$ cat src/core/fsic_pkg.sv
// shared constants and types for the fir stream interface controller
package fsic_pkg;
   // error codes carried on the two-bit error lines
   localparam logic [1:0] FSIC_ERR_NONE    = 2'h0;  // no error
   localparam logic [1:0] FSIC_ERR_NO_SOP  = 2'h1;  // missing start of packet
   localparam logic [1:0] FSIC_ERR_NO_EOP  = 2'h2;  // missing end of packet
   localparam logic [1:0] FSIC_ERR_BAD_EOP = 2'h3;  // unexpected end or other
   // pipeline depth limits
   localparam int FSIC_PIPE_MIN = 1;
   localparam int FSIC_PIPE_MAX = 3;
   localparam int FSIC_PIPE_DEF = 1;
   // controller states
   typedef enum logic [0:0] {
      FSIC_HUNT,   // waiting for a start of packet
      FSIC_RUN     // inside packet traffic
   } fsic_state_t;
endpackage : fsic_pkg

$ cat src/core/fsic_ctrl.sv
// streaming controller around a multichannel filter datapath
// Behaviour
// - pipeline depth one to three register levels
// - withhold sink ready when unable to accept
// - coefficient ports stay outside the handshake
// - error codes 00,01,10,11 as defined
// - links carry only ready valid data channel error start end
// - valid low means data is don't-care
// - beat transfers only when ready and valid
// - packets framed by start and end flags
// - no channel input; position gives channel
// - output drives channel index with each result
// - error lines stay 00 when error-free
// - on error reset controller, hunt next start
// - pass upstream error code to output
// - error leaves datapath state untouched
// - reset synchronous active low, hold several cycles
// - stall processing when no input is valid; beats already in the delay line still drain to the output
module fsic_ctrl
   import fsic_pkg::*;
#(
   parameter int DATA_W   = 16,             // sample and result width
   parameter int N_CHAN   = 4,              // channels per packet
   parameter int PIPE_LVL = FSIC_PIPE_DEF,  // extra register levels
   parameter int CHAN_W   = (N_CHAN > 1) ? $clog2(N_CHAN) : 1
)
(
   input  wire logic              i_core_clk,
   input  wire logic              i_rst_n,
   // sink side, from upstream; only the listed signal types
   output logic                   o_sink_ready,
   input  wire logic              i_sink_valid,
   input  wire logic [DATA_W-1:0] i_sink_data,
   input  wire logic              i_sink_sop,
   input  wire logic              i_sink_eop,
   input  wire logic [1:0]        i_sink_error,
   // source side, to downstream
   input  wire logic              i_source_ready,
   output logic                   o_source_valid,
   output logic      [DATA_W-1:0] o_source_data,
   output logic      [CHAN_W-1:0] o_source_channel,
   output logic                   o_source_sop,
   output logic                   o_source_eop,
   output logic      [1:0]        o_source_error
   // no coefficient ports: reload stays outside this handshake
);
   ////////////////////////////////////////////////////////////////////////////
   // constants
   localparam int                PW        = DATA_W + CHAN_W + 2;  // pipe payload
   localparam logic [CHAN_W-1:0] CHAN_LAST = CHAN_W'(N_CHAN - 1);
   localparam logic [CHAN_W-1:0] CHAN_ZERO = '0;

   // out-of-range depths are clamped to the nearest legal level; a line
   // with no stage cannot be built, and more than the maximum buys nothing
   localparam int PE = (PIPE_LVL < FSIC_PIPE_MIN) ? FSIC_PIPE_MIN :
                       (PIPE_LVL > FSIC_PIPE_MAX) ? FSIC_PIPE_MAX : PIPE_LVL;
   localparam int               OCC_W    = $clog2(FSIC_PIPE_MAX + 1);  // beat count width
   localparam logic [OCC_W-1:0] OCC_FULL = OCC_W'(PE);                 // every stage full

   ////////////////////////////////////////////////////////////////////////////
   // state
   fsic_state_t       state_ff;       // hunting or running
   fsic_state_t       nxt_state;
   logic [CHAN_W-1:0] chan_ff;        // channel of next expected input beat
   logic [CHAN_W-1:0] nxt_chan;
   logic              out_vld_ff;     // output skid register valid
   logic [DATA_W-1:0] out_data_ff;
   logic [CHAN_W-1:0] out_chan_ff;
   logic              out_sop_ff;
   logic              out_eop_ff;
   logic [1:0]        out_err_ff;
   logic              sink_rdy_ff;    // registered sink ready
   logic [1:0]        err_ff;         // error awaiting output
   logic [1:0]        nxt_err;
   logic [OCC_W-1:0]  occ_ff;         // beats held in the delay line
   logic [OCC_W-1:0]  nxt_occ;

   ////////////////////////////////////////////////////////////////////////////
   // sink side decode
   wire logic take      = sink_rdy_ff & i_sink_valid;
   wire logic up_err    = take & (i_sink_error != FSIC_ERR_NONE);
   wire logic at_first  = (chan_ff == CHAN_ZERO);
   wire logic at_last   = (chan_ff == CHAN_LAST);
   // framing checks only while running; hunting accepts only a start
   wire logic no_sop    = take & (state_ff == FSIC_RUN) & at_first & ~i_sink_sop;
   wire logic no_eop    = take & (state_ff == FSIC_RUN) & at_last & ~i_sink_eop;
   wire logic early_eop = take & (state_ff == FSIC_RUN) & ~at_last & i_sink_eop
                        | take & (state_ff == FSIC_RUN) & ~at_first & i_sink_sop;
   wire logic det_err   = no_sop | no_eop | early_eop;
   // a start while hunting opens a packet; a single-channel packet carries both flags
   wire logic hunt_sop  = take & (state_ff == FSIC_HUNT) & i_sink_sop
                        & ~up_err & (~i_sink_eop | (N_CHAN == 1));
   wire logic good_beat = take & ~up_err & ~det_err
                        & ((state_ff == FSIC_RUN) | hunt_sop);
   // detected code, upstream code takes priority since it is passed on
   wire logic [1:0] det_code = up_err    ? i_sink_error   :
                               no_sop    ? FSIC_ERR_NO_SOP :
                               no_eop    ? FSIC_ERR_NO_EOP : FSIC_ERR_BAD_EOP;

   ////////////////////////////////////////////////////////////////////////////
   // output and pipe flow
   wire logic pipe_vld;
   wire logic [PW-1:0] pipe_pay;
   // the line moves when its tail can leave or is empty
   wire logic out_free  = ~out_vld_ff | i_source_ready;
   wire logic adv       = out_free | ~pipe_vld;
   wire logic tail_go   = pipe_vld & out_free;   // tail beat moves to the output
   // one beat in per good beat, one out per tail move
   assign nxt_occ = occ_ff + OCC_W'(good_beat) - OCC_W'(tail_go);
   // ready is a register, so it only promises a stage that stays free whatever
   // downstream does next; the price is a bubble each time the line fills
   wire logic nxt_rdy   = (nxt_occ < OCC_FULL);
   wire logic out_load  = out_free & (pipe_vld | (err_ff != FSIC_ERR_NONE));
   wire logic [PW-1:0] in_pay = {i_sink_data, chan_ff, i_sink_sop, i_sink_eop};

   // register levels of latency; datapath untouched by errors
   fsic_pipe #(
      .W     (PW),
      .DEPTH (PE)
   ) u_pipe (
      .i_core_clk (i_core_clk),
      .i_rst_n    (i_rst_n),
      .i_adv      (adv),
      .i_vld      (good_beat),
      .i_data     (in_pay),
      .o_vld      (pipe_vld),
      .o_data     (pipe_pay)
   );

   ////////////////////////////////////////////////////////////////////////////
   // next state: errors send the controller back to hunting
   always_comb
   begin
      nxt_state = state_ff;
      nxt_chan  = chan_ff;
      nxt_err   = err_ff;
      if (take && (up_err || det_err))
      begin
         nxt_state = FSIC_HUNT;
         nxt_chan  = CHAN_ZERO;
         nxt_err   = det_code;
      end
      else if (good_beat)
      begin
         // wrap after the last channel; stay running so that the next
         // packet's channel-0 beat is still checked for its start flag
         nxt_state = FSIC_RUN;
         nxt_chan  = at_last ? CHAN_ZERO : chan_ff + CHAN_W'(1);
         // a pending code leaves with any output load, result or not
         if (out_load)
            nxt_err = FSIC_ERR_NONE;
      end
      else if (out_load)
         nxt_err = FSIC_ERR_NONE;
      case (nxt_state)
         FSIC_HUNT : nxt_state = nxt_state;
         FSIC_RUN  : nxt_state = nxt_state;
         default   : nxt_state = FSIC_HUNT;
      endcase
   end

   // control registers
   always_ff @(posedge i_core_clk)
   begin
      if (!i_rst_n)
      begin
         state_ff    <= FSIC_HUNT;
         chan_ff     <= CHAN_ZERO;
         err_ff      <= FSIC_ERR_NONE;
         sink_rdy_ff <= 1'b0;
         occ_ff      <= '0;
      end
      else
      begin
         state_ff    <= nxt_state;
         chan_ff     <= nxt_chan;
         err_ff      <= nxt_err;
         sink_rdy_ff <= nxt_rdy;
         occ_ff      <= nxt_occ;
      end
   end

   // output beat register; error is reported on its own beat or with a result
   always_ff @(posedge i_core_clk)
   begin
      if (!i_rst_n)
      begin
         out_vld_ff <= 1'b0;
         out_err_ff <= FSIC_ERR_NONE;
      end
      else if (out_load)
      begin
         out_vld_ff <= 1'b1;
         out_err_ff <= err_ff;
      end
      else if (i_source_ready)
      begin
         out_vld_ff <= 1'b0;
         out_err_ff <= FSIC_ERR_NONE;
      end
   end

   // payload fields, held while downstream stalls
   always_ff @(posedge i_core_clk)
   begin
      if (!i_rst_n)
      begin
         out_data_ff <= '0;
         out_chan_ff <= CHAN_ZERO;
         out_sop_ff  <= 1'b0;
         out_eop_ff  <= 1'b0;
      end
      else if (out_load)
      begin
         {out_data_ff, out_chan_ff, out_sop_ff, out_eop_ff} <= pipe_pay;
      end
   end

   ////////////////////////////////////////////////////////////////////////////
   // ports straight from flip-flops
   assign o_sink_ready     = sink_rdy_ff;
   assign o_source_valid   = out_vld_ff;
   assign o_source_data    = out_data_ff;
   assign o_source_channel = out_chan_ff;
   assign o_source_sop     = out_sop_ff;
   assign o_source_eop     = out_eop_ff;
   assign o_source_error   = out_err_ff;
endmodule // fsic_ctrl

$ cat src/core/fsic_pipe.sv
// delay line of result beats with per-stage hold under back-pressure
module fsic_pipe
   import fsic_pkg::*;
#(
   parameter int W     = 8,   // payload width
   parameter int DEPTH = 1    // register levels
)
(
   input  wire logic         i_core_clk,
   input  wire logic         i_rst_n,
   input  wire logic         i_adv,       // tail stage may move on
   input  wire logic         i_vld,       // beat entering stage 0
   input  wire logic [W-1:0] i_data,      // payload entering stage 0
   output logic              o_vld,       // last stage valid
   output logic      [W-1:0] o_data       // last stage payload
);
   ////////////////////////////////////////////////////////////////////////////
   logic         vld_ff  [DEPTH];  // stage valid bits
   logic [W-1:0] data_ff [DEPTH];  // stage payloads
   wire  logic [DEPTH:0] load;     // stage may take the beat behind it

   // the tail leaves only when told; a bubble anywhere lets the stages behind it close up,
   // so stage 0 can always take a beat while the line is not completely full
   assign load[DEPTH] = i_adv;

   // one register level per stage
   genvar g;
   generate
      for (g = 0; g < DEPTH; g++)
      begin : g_stage
         wire logic         in_vld  = (g == 0) ? i_vld  : vld_ff[(g == 0) ? 0 : g-1];
         wire logic [W-1:0] in_data = (g == 0) ? i_data : data_ff[(g == 0) ? 0 : g-1];
         // an empty stage always loads; a full one only when it moves on
         assign load[g] = ~vld_ff[g] | load[g+1];
         always_ff @(posedge i_core_clk)
         begin
            if (!i_rst_n)
               vld_ff[g] <= 1'b0;
            else if (load[g])
               vld_ff[g] <= in_vld;
         end
         // payload is not reset; only valid matters
         always_ff @(posedge i_core_clk)
         begin
            if (load[g])
               data_ff[g] <= in_data;
         end
      end
   endgenerate

   assign o_vld  = vld_ff[DEPTH-1];
   assign o_data = data_ff[DEPTH-1];
endmodule // fsic_pipe

$ cat config.mk
export PLATFORM = sky130hd
export DESIGN_NAME = fsic_ctrl
export DESIGN_NICKNAME = d
export VERILOG_FILES = /design/src/core/fsic_pkg.sv /design/src/core/fsic_ctrl.sv /design/src/core/fsic_pipe.sv
export SDC_FILE = /design/constraint.sdc
export NUM_CORES = 1
export LEC_CHECK = 0
export ABC_AREA = 1
export BUFFER_PORTS_ARGS = -buffer_cell sky130_fd_sc_hd__buf_2
export CAP_MARGIN = 5
export CORE_MARGIN = 2
export CORE_UTILIZATION = 55
export CTS_CLUSTER_DIAMETER = 30
export DETAILED_ROUTE_END_ITERATION = 12
export GPL_ROUTABILITY_DRIVEN = 0
export GPL_TIMING_DRIVEN = 0
export PLACE_DENSITY = 0.93
export SETUP_SLACK_MARGIN = 0.5
export SLEW_MARGIN = 20
export SYNTH_ARGS = -nofsm -noshare
export SYNTH_HDL_FRONTEND = slang
export SYNTH_SLANG_ARGS = --single-unit
$ cat constraint.sdc
create_clock -name i_core_clk -period 4.7 [get_ports i_core_clk]
set_input_delay 0.235 -clock i_core_clk [delete_from_list [all_inputs] [get_ports i_core_clk]]
set_output_delay 0.235 -clock i_core_clk [all_outputs]
set_load 0.005 [all_outputs]
---- Word-level counts from Yosys, hierarchy flattened ----
Memory sizes are Yosys's and may differ from the RTL's. A register that Yosys moved wholly into a read port is not among the register bits.
Cells that the tools add are included.
operators by class
  reductions and logical operators ........ 10
  multiplexer cells ....................... 20
  magnitude comparators ................... 1
  equality and inequality tests ........... 1
  $add $sub $neg .......................... 3
  bitwise gates (word level) .............. 39
operators with widths
  kind                   number
  $and A1 B1 Y1          20
  $mux W2                7
  $mux W1                12
  $not A1 Y1             11
  $or A1 B1 Y1           8
  $reduce_bool A2 Y1     4
  $add A2 B1 Y2          1
  $add A2 B1 Y2 const B  1
  $eq A2 B2 Y1 const B   1
  $logic_not A2 Y1       1
  $lt A2 B1 Y1 const B   1
  $pmux W1 S2            1
  $reduce_or A2 Y1       1
  $sub A2 B1 Y2          1
  $logic_and A1 B1 Y1    1
  $logic_not A1 Y1       1
  $logic_or A1 B1 Y1     1
  $reduce_or A1 Y1       1
word-level totals
  memories ................................ 2
  word-level logic and storage cells ...... 83
  output and inout bits ................... 24
  RAM bits ................................ 21
  register bits ........................... 11
memories
  name            words  width  rd ports  clocked after memory_dff  write ports  RTL line         text
  u_pipe.data_ff  1      20     1         1                         1            fsic_pipe.sv:19  logic [W-1:0] data_ff [DEPTH];
  u_pipe.vld_ff   1      1      1         0                         1            fsic_pipe.sv:18  logic vld_ff [DEPTH];

---- Depth between registers and ports, before layout ----
Gate-level depths: netlist of the first run.
  depth in word-level cells ............... 13
  depth in mapped cells ................... 16

---- Modules after synthesis ----
A second synthesis of the first run with hierarchy kept.
second synthesis, totals
  cell total of the unflattened synthesis .. 206
  area, all modules ....................... 2006.9 um^2
by module, submodules not included
  module     area each (um^2)  cells an instance  instances
  fsic_ctrl  1351.3            180                1
  fsic_pipe  655.6             26                 1

---- Worst setup path before layout of the first run ----
Ideal clock, no wire load.
  path kind ............................... register to register
  start point ............................. register chan_ff[0]
  end point ............................... register occ_ff[1]
  data required time ...................... 4.636 ns
  stages on the path, launching flop included .. 16
  slack ................................... 2.686 ns
  arrival time ............................ 1.950 ns
  clock period less this slack ............ 2.014 ns
  path through ............................ dfxtp_1 inv_1 ha_1 nand2_1 nor2_2 nor2_1 nand2_1 inv_2 nand2_2 ha_1 inv_1 ha_1 xor2_1 xor2_1 inv_1 nor2_1
on the way
  word-level cells in the longest chain between the ends .. 11
  elaborated cells on any way between the ends .. 20
ends and longest elaborated chain
  element                                                  RTL line                          text
  start: declaration                                       fsic_ctrl.sv:64                   logic [CHAN_W-1:0] chan_ff;
  start signal: assignment                                 fsic_ctrl.sv:176                  chan_ff <= nxt_chan;
  $eq A2 B2 Y1 / $logic_not A2 Y1 (equally long branches)  fsic_ctrl.sv:83, fsic_ctrl.sv:82
  $not A1 Y1, on equally long branches                     fsic_ctrl.sv:87, fsic_ctrl.sv:88
  $and A1 B1 Y1, on equally long branches (2 in a row)     fsic_ctrl.sv:87, fsic_ctrl.sv:88
  $or A1 B1 Y1                                             fsic_ctrl.sv:88                   | take & (state_ff == FSIC_RUN) & ~at_first & i_sink_sop;
  $or A1 B1 Y1 *                                           fsic_ctrl.sv:89                   wire logic det_err = no_sop | no_eop | early_eop;
  $not A1 Y1 *                                             fsic_ctrl.sv:93                   wire logic good_beat = take & ~up_err & ~det_err
  $and A1 B1 Y1 *                                          fsic_ctrl.sv:93
  $and A1 B1 Y1 *                                          fsic_ctrl.sv:94                   & ((state_ff == FSIC_RUN) | hunt_sop);
  $add A2 B1 Y2 *                                          fsic_ctrl.sv:109                  assign nxt_occ = occ_ff + OCC_W'(good_beat) - OCC_W'(tail_go);
  $sub A2 B1 Y2 *                                          fsic_ctrl.sv:109
  end signal: assignment                                   fsic_ctrl.sv:179                  occ_ff <= nxt_occ;
  end: declaration                                         fsic_ctrl.sv:75                   logic [OCC_W-1:0] occ_ff;
Every way passes the cells marked *; elsewhere a longest branch is shown, timed or not.
A chain may end at the register's enable or synchronous reset.

---- Worst setup path after layout of the first run ----
Same ends and word-level chain as after synthesis.

==> results of run 1 <==
-- timing repair --
action | 4_1_cts | 5_1_grt
hold buffers | 0 | 2
buffers inserted | 0 | 0
hold endpoints to repair | 0 | 2
endpoints found under the setup margin | 0 | 0
-- cell usage after synthesis, drive strengths merged --
| cell type | number | area share |
|---|---|---|
| a21o | 1 | 0.0045 |
| edfxtp | 21 | 0.33 |
| nand3b | 1 | 0.0039 |
| xor2 | 2 | 0.0090 |
| nor3 | 2 | 0.0052 |
| nand2 | 20 | 0.040 |
| o21ai | 21 | 0.054 |
| a41oi | 1 | 0.0045 |
| ha | 4 | 0.026 |
| clkbuf | 2 | 0.0039 |
| dfxtp | 31 | 0.32 |
| or2 | 1 | 0.0032 |
| buf | 4 | 0.010 |
| a21oi | 9 | 0.025 |
| nor2 | 52 | 0.10 |
| nand3 | 9 | 0.023 |
| inv | 20 | 0.039 |
-- area by class of cell --
class                           instances  area, sq um
Sequential cell                        52         1251
Fill cell                             299         1051
Multi-Input combinational cell        123        585.6
Timing Repair Buffer                   49        255.2
Inverter                               20        75.07
Tap cell                               46        57.56
Clock buffer                            5        37.54
Buffer                                  6        27.53
Clock inverter                          3        22.52
-- layer usage --
layer,global-route usage,routed length [um],vias up
met4,0.1005,57,0
met2,0.3447,1776,43
li1,-,-,770
met1,0.2447,1660,687
met5,0,0,-
met3,0.04464,171,5
-- power by group --
group / internal (W) / switching, W / total, W / leakage, nW
combinational: 0.0000442 / 0.0000590 / 0.000103 / 0.585
clock: 0.0000607 / 0.000139 / 0.000200 / 0.0356
sequential: 0.000503 / 0.0000149 / 0.000517 / 0.482
total: 0.000607 / 0.000213 / 0.000820 / 1.10
-- state kept, by name (all words and copies together) (netlist names) --
| name | cells |
|---|---|
| o_source_data | 16 |
| state_ff | 1 |
| o_source_valid | 1 |
| o_sink_ready | 1 |
| occ_ff | 2 |
| o_source_sop | 1 |
| err_ff | 2 |
| o_source_error | 2 |
| o_source_eop | 1 |
| o_source_channel | 2 |
| chan_ff | 2 |
| u_pipe.data_ff | 20 |
| u_pipe.vld_ff | 1 |
-- final timing paths --
path                                      startpoint                    to  slack (ns)  cells past startpoint
worst max-delay path                      chan_ff[0]             occ_ff[1]        2.38                     15
worst min register to register  u_pipe.data_ff[0][2]   o_source_channel[0]        0.48                      2
worst max register to register            chan_ff[0]             occ_ff[1]        2.38                     15
worst min-delay path                  i_sink_data[3]  u_pipe.data_ff[0][7]        0.03                      1
-- stage by stage --
| stage | setup WS (ns) | util |
|---|---|---|
| after floorplan | 2.686 | - |
| after global placement | 2.513 | 0.6637 |
| after detailed placement | 2.439 | 0.6637 |
| after CTS | 2.393 | 0.6815 |
| after global routing | 2.139 | 0.6875 |
| final | 2.378 | 0.6875 |
-- cells by family after synthesis --
| kind of cell | Yosys count | synth area share |
|---|---|---|
| XOR/XNOR | 2 | 0.009034 |
| AND/OR/NAND/NOR | 85 | 0.1787 |
| buffers and inverters | 26 | 0.05290 |
| flip-flops | 52 | 0.6452 |
| AO/OA/AOI/OAI | 32 | 0.08839 |
| adder cells (fa/ha/maj) | 4 | 0.02581 |
==> impl_metrics.sql, run 1 <==
INSERT INTO impl_metrics (metric_group, metric, value, unit) VALUES
('min_path', 'timing.hold.worst.class', 'in -> reg', ''),
('clock_tree', 'clk_transition_reported_paths', '0.15', 'ns'),
('sta', 'fin_setup_tns', '0', 'ns'),
('placed_design', 'place_hpwl', '2605', 'um'),
('detailed_routing', 'detail_route.drc_violations', '0', ''),
('detailed_routing', 'drt-pass1-iter-count', '4', ''),
('synthesis', 'mapped_cells', '201', ''),
('sta', 'tightest_slew', '0.7611', 'ns'),
('clock_tree', 'cts_made_buffers', '5', ''),
('global_routing', 'antenna_found_initial', '0', ''),
('floorplan', 'die_area', '0.004017', 'sq mm'),
('floorplan', 'die-height', '63.38', 'um'),
('cells_and_area', 'final_common_cell', 'sky130_fd_sc_hd__buf_2', ''),
('sta', 'clock-skew-final', '0.01156', 'ns'),
('sta', 'fmax', '0.4307', 'GHz'),
('synthesis', 'ys_warns', '0', ''),
('global_routing', 'largest_net_degree_at_the_start_of_global_routing', '21', ''),
('cells_and_area', 'synth_to_layout_area_growth', '19.23', '%'),
('global_routing', 'gr-total-overflow', '0', ''),
('cells_and_area', 'design_area', '0.002312', 'sq mm'),
('sta', 'finalHoldViolations', '0', ''),
('floorplan', 'starting_density_of_the_core', '0.5766', ''),
('clock_tree', 'cts_max_level', '2', ''),
('sta', 'finalHoldWorstSlack', '0.03308', 'ns'),
('cells_and_area', 'nets_finish', '285', ''),
('clock_tree', 'postCtsResizedCells', '0', ''),
('synthesis', 'synthesis.area', '0.001939', 'sq mm'),
('sta', 'rsz_0062_raised_after_global_routing', 'no', ''),
('detailed_routing', 'dr.first_iter.drc_count', '70', ''),
('synthesis', 'postSynthNetCount', '229', ''),
('detailed_routing', 'ant_nets', '0', ''),
('placed_design', 'post-place-cells', '294', ''),
('synthesis', 'syn-mean-instance-area', '9.649', 'sq um'),
('critical_path', 'critical_path.n_buffers_inverters', '4', ''),
('clock_tree', 'clkSinkCount', '52', ''),
('placed_design', 'placed_area', '0.002232', 'sq mm'),
('pwr', 'power-per-cell-area', '354.8', 'mW/mm^2'),
('sta', 'setup_viols_final', '0', ''),
('global_routing', 'first_global_vias', '1459', ''),
('flow_run', 'max_cap_viol_count', '0', ''),
('clock_tree', 'root_buffer', 'sky130_fd_sc_hd__clkbuf_4', ''),
('pwr', 'peakVddDrop', '256.6', 'uV'),
('critical_path', 'cp_data_arrival_time', '2.63', 'ns'),
('clock_tree', 'cts_tree', 'done', ''),
('cells_and_area', 'mostFrequentLayoutCells', 'sky130_fd_sc_hd__buf_2, sky130_fd_sc_hd__nor2_1, sky130_fd_sc_hd__dfxtp_1, sky130_fd_sc_hd__edfxtp_1, sky130_fd_sc_hd__nand2_1', ''),
('floorplan', 'die_x', '63.38', 'um'),
('global_routing', 'global_route_wire_length_before_repair', '6279', 'um'),
('critical_path', 'critPathSlowestCell', 'sky130_fd_sc_hd__dfxtp_1', ''),
('sta', 'slew-limit-headroom', '0.4920', ''),
('pwr', 'static-leakage-power', '1.102', 'nW'),
('detailed_routing', 'via_count', '1505', ''),
('floorplan', 'top_level_ports', '48', ''),
('floorplan', 'rows', '21', ''),
('run_status', 'run_status', 'finished clean', ''),
('detailed_routing', 'wl', '3665', 'um'),
('critical_path', 'crit_chain', 'ha_1, inv_1, nand2_1, nand3_1, nand2_1, nand2_1, inv_2, nand2_2, ha_1, inv_1, ha_1, xor2_1, xor2_1, inv_1, nor2_1', ''),
('cells_and_area', 'stdcell_count', '304', ''),
('clock_tree', 'clkLatencyLatePin', '0.36', 'ns'),
('sta', 'slew_violations', '0', ''),
('critical_path', 'critPathRequiredTime', '5.01', 'ns'),
('floorplan', 'coreArea', '0.003363', 'sq mm'),
('critical_path', 'kind_of_cell_adding_the_most_delay_to_the_critical_path', 'adder cells', ''),
('synthesis', 'yosys.cell_types.count', '22', ''),
('critical_path', 'critical_path_peak_fanout', '5', ''),
('cells_and_area', 'final_layout_size_suffix_gt1_frac', '0.2558', ''),
('detailed_routing', 'detail_route.wl_per_cell', '12.06', 'um'),
('clock_tree', 'ctsLongestPathBuffers', '2', ''),
('critical_path', 'startpoint_type', 'flip-flop', ''),
('global_routing', 'grtUsageTotal', '0.2037', ''),
('pwr', 'design_power_total', '0.0008204', 'W'),
('critical_path', 'cpPeakStageDelay', '0.43', 'ns'),
('critical_path', 'setup.worst_path.end_class', 'flip-flop', ''),
('placed_design', 'io_buffers', '47', ''),
('synthesis', 'ys_seq_elements', '52', ''),
('sta', 'post-route-period-util', '0.4940', ''),
('detailed_routing', 'via_per_inst', '4.951', ''),
('synthesis', 'yosysSeqAreaShare', '0.6452', ''),
('cells_and_area', 'ant_diodes', '0', ''),
('critical_path', 'crit_type', 'reg -> reg', ''),
('sta', 'final.min_clock_period', '2.322', 'ns');
Power figures use the tool's default switching activity.
==> run 2, diff against run 1 <==
--- a/config.mk
+++ b/config.mk
@@ -5,16 +5,16 @@
 export SDC_FILE = /design/constraint.sdc
 export NUM_CORES = 1
 export LEC_CHECK = 0
-export ABC_AREA = 1
+export ABC_AREA = 0
 export BUFFER_PORTS_ARGS = -buffer_cell sky130_fd_sc_hd__buf_2
 export CAP_MARGIN = 5
 export CORE_MARGIN = 2
-export CORE_UTILIZATION = 55
+export CORE_UTILIZATION = 47
 export CTS_CLUSTER_DIAMETER = 30
 export DETAILED_ROUTE_END_ITERATION = 12
 export GPL_ROUTABILITY_DRIVEN = 0
 export GPL_TIMING_DRIVEN = 0
-export PLACE_DENSITY = 0.93
+export PLACE_DENSITY = 0.85
 export SETUP_SLACK_MARGIN = 0.5
 export SLEW_MARGIN = 20
 export SYNTH_ARGS = -nofsm -noshare
==> constraint.sdc (replaced) <==
create_clock -name i_core_clk -period 1.9 [get_ports i_core_clk]
set_input_delay 0.095 -clock i_core_clk [delete_from_list [all_inputs] [get_ports i_core_clk]]
set_output_delay 0.095 -clock i_core_clk [all_outputs]
set_load 0.005 [all_outputs]
==> run 2 against run 1 <==
  * The flow now finishes with violations (negative setup slack)
  * Maximum frequency increased by 6.5%
  * First-iteration DRC count increased by 31%
  * Flip-flop and latch count unchanged
  * Setup slack got worse by 2.7 ns
  * Critical path type unchanged
  * Sequential power increased by 140%
  * Cell area increased by 24%
  * Highest routed layer unchanged
==> impl_metrics.sql, run 2 <==
INSERT INTO impl_metrics (metric_group, metric, value, unit) VALUES
('critical_path', 'crit_chain', 'ha_4, xor2_4, o31a_2, nand2b_4, ha_4, inv_2, ha_4, xnor2_2, xnor2_2, nor3b_1', ''),
('pwr', 'p_sw_frac', '0.2252', ''),
('pwr', 'power-per-cell-area', '739.3', 'mW/mm^2'),
('pwr', 'net-switching-power', '0.0004756', 'W'),
('synthesis', 'synth_area_leaders', 'sky130_fd_sc_hd__edfxtp_1, sky130_fd_sc_hd__dfxtp_1, sky130_fd_sc_hd__nand2_1', ''),
('synthesis', 'mapped_cells', '178', ''),
('sta', 'fin_setup_tns', '-0.5826', 'ns'),
('min_path', 'hold_path.startpoint', 'i_sink_sop', ''),
('pwr', 'design_power_total', '0.002112', 'W'),
('synthesis', 'post_synth_most_frequent_cells', 'sky130_fd_sc_hd__nand2_1, sky130_fd_sc_hd__dfxtp_1, sky130_fd_sc_hd__edfxtp_1', ''),
('placed_design', 'place_hpwl', '2705', 'um'),
('sta', 'tightest_slew', '0.4308', 'ns'),
('cells_and_area', 'ant_diodes', '0', ''),
('synthesis', 'postSynthNetCount', '206', ''),
('sta', 'rsz_0062_raised_after_global_routing', 'yes', ''),
('sta', 'clock-skew-final', '0.003560', 'ns'),
('cells_and_area', 'filler_cell_count', '276', ''),
('synthesis', 'synth_edf_count', '21', ''),
('clock_tree', 'cts_made_buffers', '5', ''),
('floorplan', 'die-height', '68.77', 'um'),
('critical_path', 'worst_reg2reg_setup_slack', '-0.28', 'ns'),
('placed_design', 'place_ws', '-0.3853', 'ns'),
('floorplan', 'die_area', '0.004729', 'sq mm'),
('floorplan', 'coreArea', '0.004029', 'sq mm'),
('placed_design', 'io_buffers', '47', ''),
('cells_and_area', 'final_layout_size_suffix_gt1_frac', '0.3840', ''),
('floorplan', 'rows', '23', ''),
('pwr', 'peakVddDrop', '363.2', 'uV'),
('detailed_routing', 'wl', '4820', 'um'),
('synthesis', 'yosysSeqAreaShare', '0.6345', ''),
('detailed_routing', 'ant_nets', '0', ''),
('cells_and_area', 'synth_to_layout_area_growth', '44.86', '%'),
('run_status', 'run_status', 'complete, but fails checks', ''),
('detailed_routing', 'via_per_inst', '5.224', ''),
('critical_path', 'crit_type', 'reg -> reg', ''),
('sta', 'slew-limit-headroom', '0.7128', ''),
('clock_tree', 'cts_tree', 'done', ''),
('cells_and_area', 'mostFrequentLayoutCells', 'sky130_fd_sc_hd__buf_2, sky130_fd_sc_hd__nand2_1, sky130_fd_sc_hd__dfxtp_1, sky130_fd_sc_hd__edfxtp_1, sky130_fd_sc_hd__a21boi_1', ''),
('critical_path', 'setup.worst_path.end_class', 'flip-flop', ''),
('pwr', 'pwr-share-comb', '0.119', ''),
('synthesis', 'post-synth-top-count-cell', 'sky130_fd_sc_hd__nand2_1', ''),
('critical_path', 'cpPeakStageDelay', '0.38', 'ns'),
('critical_path', 'critical_path.most_common_cell', 'sky130_fd_sc_hd__ha_4', ''),
('cells_and_area', 'multi_input_comb_area', '834.6', 'sq um'),
('critical_path', 'worstSetupPathDepth', '10', ''),
('sta', 'finalWorstSetupSlack', '-0.2798', 'ns'),
('pwr', 'static-leakage-power', '1.199', 'nW'),
('critical_path', 'crit_path_from', 'chan_ff[0]', ''),
('sta', 'slew_violations', '0', ''),
('clock_tree', 'root_buffer', 'sky130_fd_sc_hd__clkbuf_8', ''),
('critical_path', 'critical_path_peak_fanout', '3', ''),
('clock_tree', 'clk_transition_reported_paths', '0.09', 'ns'),
('synthesis', 'ys_warns', '0', ''),
('pwr', 'share_seq_of_total_power', '0.581', ''),
('flow_run', 'max_cap_viol_count', '0', ''),
('detailed_routing', 'detail_route.wl_per_cell', '15.40', 'um'),
('clock_tree', 'clkSinkCount', '52', ''),
('global_routing', 'gr-total-overflow', '0', ''),
('cells_and_area', 'nets_finish', '290', ''),
('cells_and_area', 'regMostFlops', 'u_pipe.data_ff', ''),
('cells_and_area', 'final_common_cell', 'sky130_fd_sc_hd__buf_2', ''),
('synthesis', 'synthesis.area', '0.001972', 'sq mm'),
('global_routing', 'global_route_wire_length_before_repair', '6506', 'um'),
('floorplan', 'die_x', '68.77', 'um'),
('detailed_routing', 'via_count', '1635', ''),
('sta', 'finalHoldViolations', '0', ''),
('synthesis', 'synthDominantAreaCellType', 'sky130_fd_sc_hd__edfxtp_1', ''),
('detailed_routing', 'dr.first_iter.drc_count', '92', ''),
('critical_path', 'setup.worst_path.end', 'o_sink_ready', ''),
('min_path', 'timing.hold.worst.class', 'in -> reg', ''),
('critical_path', 'critPathRequiredTime', '2.13', 'ns'),
('critical_path', 'worst_r2r_path_depth', '10', ''),
('detailed_routing', 'drt-pass1-iter-count', '4', ''),
('floorplan', 'starting_density_of_the_core', '0.4894', ''),
('detailed_routing', 'detail_route.drc_violations', '0', ''),
('global_routing', 'antenna_found_initial', '0', ''),
('synthesis', 'share_of_the_synthesized_area_in_the_top_cell_type', '0.3198', ''),
('synthesis', 'yosys.cell_types.count', '33', ''),
('critical_path', 'critPathSlowestCell', 'sky130_fd_sc_hd__dfxtp_4', ''),
('global_routing', 'grtUsageTotal', '0.1926', ''),
('clock_tree', 'ctsLongestPathBuffers', '2', ''),
('synthesis', 'ys_async_sr_fraction', '0', ''),
('cells_and_area', 'max_ffs_per_register', '20', ''),
('synthesis', 'ys_seq_elements', '52', ''),
('critical_path', 'r2r_start', 'chan_ff[0]', ''),
('floorplan', 'top_level_ports', '48', ''),
('critical_path', 'startpoint_type', 'flip-flop', ''),
('sta', 'setup_viols_final', '3', ''),
('pwr', 'p_int', '0.001636', 'W'),
('run_status', 'violations', 'negative setup slack', ''),
('sta', 'final.min_clock_period', '2.180', 'ns'),
('sta', 'fmax', '0.4588', 'GHz'),
('critical_path', 'cp_data_arrival_time', '2.41', 'ns'),
('cells_and_area', 'register_area', '0.001259', 'sq mm'),
('synthesis', 'syn-mean-instance-area', '11.08', 'sq um'),
('critical_path', 'kind_of_cell_adding_the_most_delay_to_the_critical_path', 'adder cells', ''),
('clock_tree', 'cts_max_level', '2', ''),
('synthesis', 'synth_top_flop_cell', 'sky130_fd_sc_hd__dfxtp_1', ''),
('critical_path', 'critical_path.n_buffers_inverters', '1', ''),
('sta', 'post-route-period-util', '1.147', ''),
('critical_path', 'rr_endpoint', 'o_sink_ready', ''),
('pwr', 'clockPowerShare', '0.300', ''),
('global_routing', 'first_global_vias', '1442', ''),
('global_routing', 'largest_net_degree_at_the_start_of_global_routing', '22', ''),
('clock_tree', 'clkLatencyLatePin', '0.30', 'ns');
## run 2: worst register-to-register path, stage by stage, from the launching register on
cell and delay, ns:
sky130_fd_sc_hd__dfxtp_4 0.38, sky130_fd_sc_hd__ha_4 0.18, sky130_fd_sc_hd__xor2_4 0.15, sky130_fd_sc_hd__o31a_2 0.33
sky130_fd_sc_hd__nand2b_4 0.16, sky130_fd_sc_hd__ha_4 0.27, sky130_fd_sc_hd__inv_2 0.04, sky130_fd_sc_hd__ha_4 0.15
sky130_fd_sc_hd__xnor2_2 0.14, sky130_fd_sc_hd__xnor2_2 0.14, sky130_fd_sc_hd__nor3b_1 0.18
## run 2: layout make-up
| class | count | share of cell area |
|---|---|---|
| plain buffers | 7 | 0.01752 |
| clock buffers | 8 | 0.03154 |
| inverters | 6 | 0.009636 |
| multi-input cells | 113 | 0.2922 |
| flip-flops and latches | 52 | 0.4406 |
| well taps | 50 | 0.02190 |
| repair buffers | 77 | 0.1866 |
## run 2: cell families (layout without fill, tap and decap cells)
logic type                 count (synthesis)  count (layout)  synth area share
adders and majority gates                  4               4           0.02538
DFF                                       52              52            0.6345
xor gates and xnor gates                   4               4           0.01777
buffers and inverters                     13              98           0.02602
and+or+nand+nor                           67              67            0.1510
muxes                                      2               2           0.01015
AOI/OAI and AO/OA                         36              36            0.1352
## run 2: timing repair
action	in CTS	in global routing
pin swaps	12	19
hold buffers	16	0
resized for setup	19	30
setup endpoints to repair	48	31
cloned	0	2
hold endpoints to repair	16	0
buffers inserted	7	5
## run 2: how the worst min path moves through the flow
| stage | end | slack, ns | depth (start not counted) |
|---|---|---|---|
| after global placement | u_pipe.data_ff[0][9] | 0.27 | 1 |
| after floorplan | u_pipe.data_ff[0][0] | 0.19 | 0 |
| after CTS | u_pipe.data_ff[0][0] | 0.04 | 1 |
| after detailed placement | u_pipe.data_ff[0][11] | 0.27 | 1 |
| after global routing | u_pipe.data_ff[0][1] | 0.07 | 1 |
| final | u_pipe.data_ff[0][1] | 0.06 | 1 |
## run 2: power groups by stage
stage	Clock (W)	Combinational, W	Sequential, W
after detailed placement	0	0.000164	0.00125
after global placement	0	0.000159	0.00125
after floorplan	0	0.0000853	0.00125
after CTS	0.000633	0.000206	0.00122
after global routing	0.000674	0.000275	0.00123
final	0.000633	0.000251	0.00123
## run 2: through the flow
step	hold slack [ns]	instance area (sq um)	instances	utilization
2_1_floorplan	0.1939	2037	178	-
3_3_place_gp	0.2721	2335	275	0.5795
3_5_place_dp	0.2733	2335	275	0.5795
4_1_cts	0.03703	2709	306	0.6724
5_1_grt	0.07327	2856	313	0.7090
6_report	0.06164	2856	313	0.7090
## run 2: layer usage
| layer | global-route usage | part of all wire | up-vias |
|---|---|---|---|
| met3 | 0.04545 | 0.050 | 6 |
| met5 | 0 | 0 | - |
| met4 | 0.08088 | 0.015 | 0 |
| met2 | 0.3389 | 0.54 | 53 |
| met1 | 0.2238 | 0.39 | 791 |
| li1 | - | - | 785 |
==> run 3, diff against run 2 <==
--- a/config.mk
+++ b/config.mk
@@ -15,6 +15,7 @@
 export GPL_ROUTABILITY_DRIVEN = 0
 export GPL_TIMING_DRIVEN = 0
 export PLACE_DENSITY = 0.85
+export REMOVE_ABC_BUFFERS = 1
 export SETUP_SLACK_MARGIN = 0.5
 export SLEW_MARGIN = 20
 export SYNTH_ARGS = -nofsm -noshare
==> run 3 against run 2 <==
  * The flow still finishes with violations (negative setup slack)
  * Wire length decreased by 9.5%
  * Maximum frequency shrank 1.1%
  * Clock power is 30% higher
  * First-iteration DRC count up 1.1%
  * Critical endpoint is now occ_ff[1]
==> impl_metrics.sql, run 3 (synthesized netlist as in run 2, its figures left out) <==
INSERT INTO impl_metrics (metric_group, metric, value, unit) VALUES
('placed_design', 'placed_area', '0.002243', 'sq mm'),
('detailed_routing', 'drt-pass1-iter-count', '4', ''),
('pwr', 'share_seq_of_total_power', '0.542', ''),
('clock_tree', 'clkSinkCount', '52', ''),
('sta', 'finalHoldWorstSlack', '0.02986', 'ns'),
('critical_path', 'critical_path_peak_fanout', '5', ''),
('sta', 'final.min_clock_period', '2.204', 'ns'),
('floorplan', 'top_level_ports', '48', ''),
('detailed_routing', 'dr.first_iter.drc_count', '93', ''),
('cells_and_area', 'layout.core_utilization', '0.6860', ''),
('critical_path', 'crit_path_from', 'chan_ff[0]', ''),
('min_path', 'hold_path.startpoint', 'i_sink_eop', ''),
('detailed_routing', 'wl', '4361', 'um'),
('pwr', 'pwr-share-comb', '0.096', ''),
('detailed_routing', 'via_per_inst', '5.154', ''),
('critical_path', 'setup.worst_path.end_class', 'flip-flop', ''),
('critical_path', 'critPathRequiredTime', '2.10', 'ns'),
('cells_and_area', 'ant_diodes', '0', ''),
('cells_and_area', 'regMostFlops', 'u_pipe.data_ff', ''),
('detailed_routing', 'ant_nets', '0', ''),
('sta', 'tightest_slew', '0.5925', 'ns'),
('pwr', 'peakVddDrop', '386.3', 'uV'),
('clock_tree', 'cts_tree', 'done', ''),
('run_status', 'violations', 'negative setup slack', ''),
('cells_and_area', 'stdcell_count', '298', ''),
('cells_and_area', 'multi_input_comb_area', '857.1', 'sq um'),
('global_routing', 'grtUsageTotal', '0.1925', ''),
('clock_tree', 'root_buffer', 'sky130_fd_sc_hd__clkbuf_8', ''),
('sta', 'clock-skew-final', '0.005221', 'ns'),
('sta', 'finalHoldViolations', '0', ''),
('run_status', 'run_status', 'complete, but fails checks', ''),
('detailed_routing', 'via_count', '1536', ''),
('min_path', 'timing.hold.worst.class', 'in -> reg', ''),
('placed_design', 'post-place-cells', '268', ''),
('floorplan', 'starting_density_of_the_core', '0.4894', ''),
('floorplan', 'die-height', '68.77', 'um'),
('clock_tree', 'cts_made_buffers', '5', ''),
('sta', 'finalWorstSetupSlack', '-0.3042', 'ns'),
('global_routing', 'global_route_wire_length_before_repair', '6492', 'um'),
('pwr', 'clockPowerShare', '0.363', ''),
('critical_path', 'cp_data_arrival_time', '2.41', 'ns'),
('cells_and_area', 'nets_finish', '275', ''),
('pwr', 'p_int', '0.001786', 'W'),
('sta', 'slew-limit-headroom', '0.6020', ''),
('global_routing', 'antenna_found_initial', '0', ''),
('clock_tree', 'clk_transition_reported_paths', '0.09', 'ns'),
('cells_and_area', 'final_layout_size_suffix_gt1_frac', '0.3911', ''),
('flow_run', 'max_cap_viol_count', '0', ''),
('cells_and_area', 'final_common_cell', 'sky130_fd_sc_hd__buf_2', ''),
('global_routing', 'gr-total-overflow', '0', ''),
('cells_and_area', 'synth_to_layout_area_growth', '40.16', '%'),
('placed_design', 'place_hpwl', '2390', 'um'),
('clock_tree', 'cts_max_level', '2', ''),
('cells_and_area', 'register_area', '0.001259', 'sq mm'),
('pwr', 'p_sw_frac', '0.2129', ''),
('sta', 'setup_viols_final', '3', ''),
('sta', 'rsz_0062_raised_after_global_routing', 'yes', ''),
('sta', 'fmax', '0.4537', 'GHz'),
('sta', 'post-route-period-util', '1.160', ''),
('cells_and_area', 'max_ffs_per_register', '20', ''),
('cells_and_area', 'mostFrequentLayoutCells', 'sky130_fd_sc_hd__buf_2, sky130_fd_sc_hd__nand2_1, sky130_fd_sc_hd__dfxtp_1, sky130_fd_sc_hd__edfxtp_1, sky130_fd_sc_hd__dlygate4sd3_1', ''),
('cells_and_area', 'filler_cell_count', '291', ''),
('placed_design', 'io_buffers', '47', ''),
('critical_path', 'r2r_start', 'chan_ff[0]', ''),
('detailed_routing', 'detail_route.wl_per_cell', '14.63', 'um'),
('critical_path', 'startpoint_type', 'flip-flop', ''),
('cells_and_area', 'design_area', '0.002764', 'sq mm'),
('floorplan', 'die_area', '0.004729', 'sq mm'),
('detailed_routing', 'detail_route.drc_violations', '0', ''),
('global_routing', 'first_global_vias', '1392', ''),
('floorplan', 'rows', '23', ''),
('pwr', 'net-switching-power', '0.0004828', 'W'),
('pwr', 'static-leakage-power', '1.124', 'nW'),
('pwr', 'power-per-cell-area', '820.7', 'mW/mm^2'),
('global_routing', 'largest_net_degree_at_the_start_of_global_routing', '34', ''),
('clock_tree', 'ctsLongestPathBuffers', '2', ''),
('sta', 'slew_violations', '0', ''),
('floorplan', 'die_x', '68.77', 'um'),
('critical_path', 'crit_type', 'reg -> reg', ''),
('clock_tree', 'clkLatencyLatePin', '0.30', 'ns'),
('floorplan', 'coreArea', '0.004029', 'sq mm');
-- run 3: cell type report --
cell class	instances	area share
clock buffer	7	0.03531
clock inverter	1	0.01086
inverter	6	0.009054
multi-input combinational	114	0.3101
sequential	52	0.4554
tap	50	0.02263
timing repair buffer	68	0.1566
-- run 3: what timing repair did --
item | 4_1_cts | 5_1_grt
endpoints found under the setup margin | 51 | 31
pin swaps | 9 | 26
buffers inserted | 3 | 2
hold buffers | 16 | 0
cloned | 1 | 0
resized for setup | 25 | 27
endpoints found under the hold margin | 16 | 0
-- run 3: power groups by stage --
stage / clock network [W] / logic, W / registers, W
2_1_floorplan: 0 / 0.0000728 / 0.00125
3_3_place_gp: 0 / 0.000151 / 0.00125
3_5_place_dp: 0 / 0.000156 / 0.00125
4_1_cts: 0.000836 / 0.000200 / 0.00123
5_1_grt: 0.000873 / 0.000240 / 0.00123
6_report: 0.000823 / 0.000217 / 0.00123
-- run 3: path summary, 6_finish.rpt --
check	cells after the start	slack, ns	end
worst max register to register	10	-0.30	occ_ff[1]
worst min register to register	2	0.46	o_source_data[5]
worst max-delay path	10	-0.30	occ_ff[1]
worst min-delay path	1	0.03	u_pipe.data_ff[0][0]
-- run 3: per-stage QoR --
stage	power [W]	setup WS (ns)	TNS [ns]
finish	0.002268	-0.3042	-0.6648
global route	0.002347	-0.3924	-0.8840
CTS	0.002263	-0.3299	-0.7334
detailed placement	0.001408	-0.4736	-1.241
global placement	0.001401	-0.4310	-1.094
floorplan	0.001324	-0.3042	-0.7141
-- run 3: worst max-delay path, stage by stage (launching register included) --
cell	delay (ns)
sky130_fd_sc_hd__dfxtp_4	0.38
sky130_fd_sc_hd__ha_4	0.17
sky130_fd_sc_hd__xor2_1	0.18
sky130_fd_sc_hd__o31a_2	0.34
sky130_fd_sc_hd__nand2b_4	0.16
sky130_fd_sc_hd__ha_4	0.28
sky130_fd_sc_hd__inv_2	0.03
sky130_fd_sc_hd__ha_4	0.15
sky130_fd_sc_hd__xnor2_2	0.12
sky130_fd_sc_hd__xnor2_1	0.14
sky130_fd_sc_hd__and2_1	0.15
-- run 3: layer usage --
layer / global-route usage / up-vias / share of wire
met2: 0.3353 / 54 / 0.51
met5: 0 / - / 0
met3: 0.04870 / 8 / 0.057
li1: - / 750 / -
met4: 0.07353 / 0 / 0.017
met1: 0.2279 / 724 / 0.42
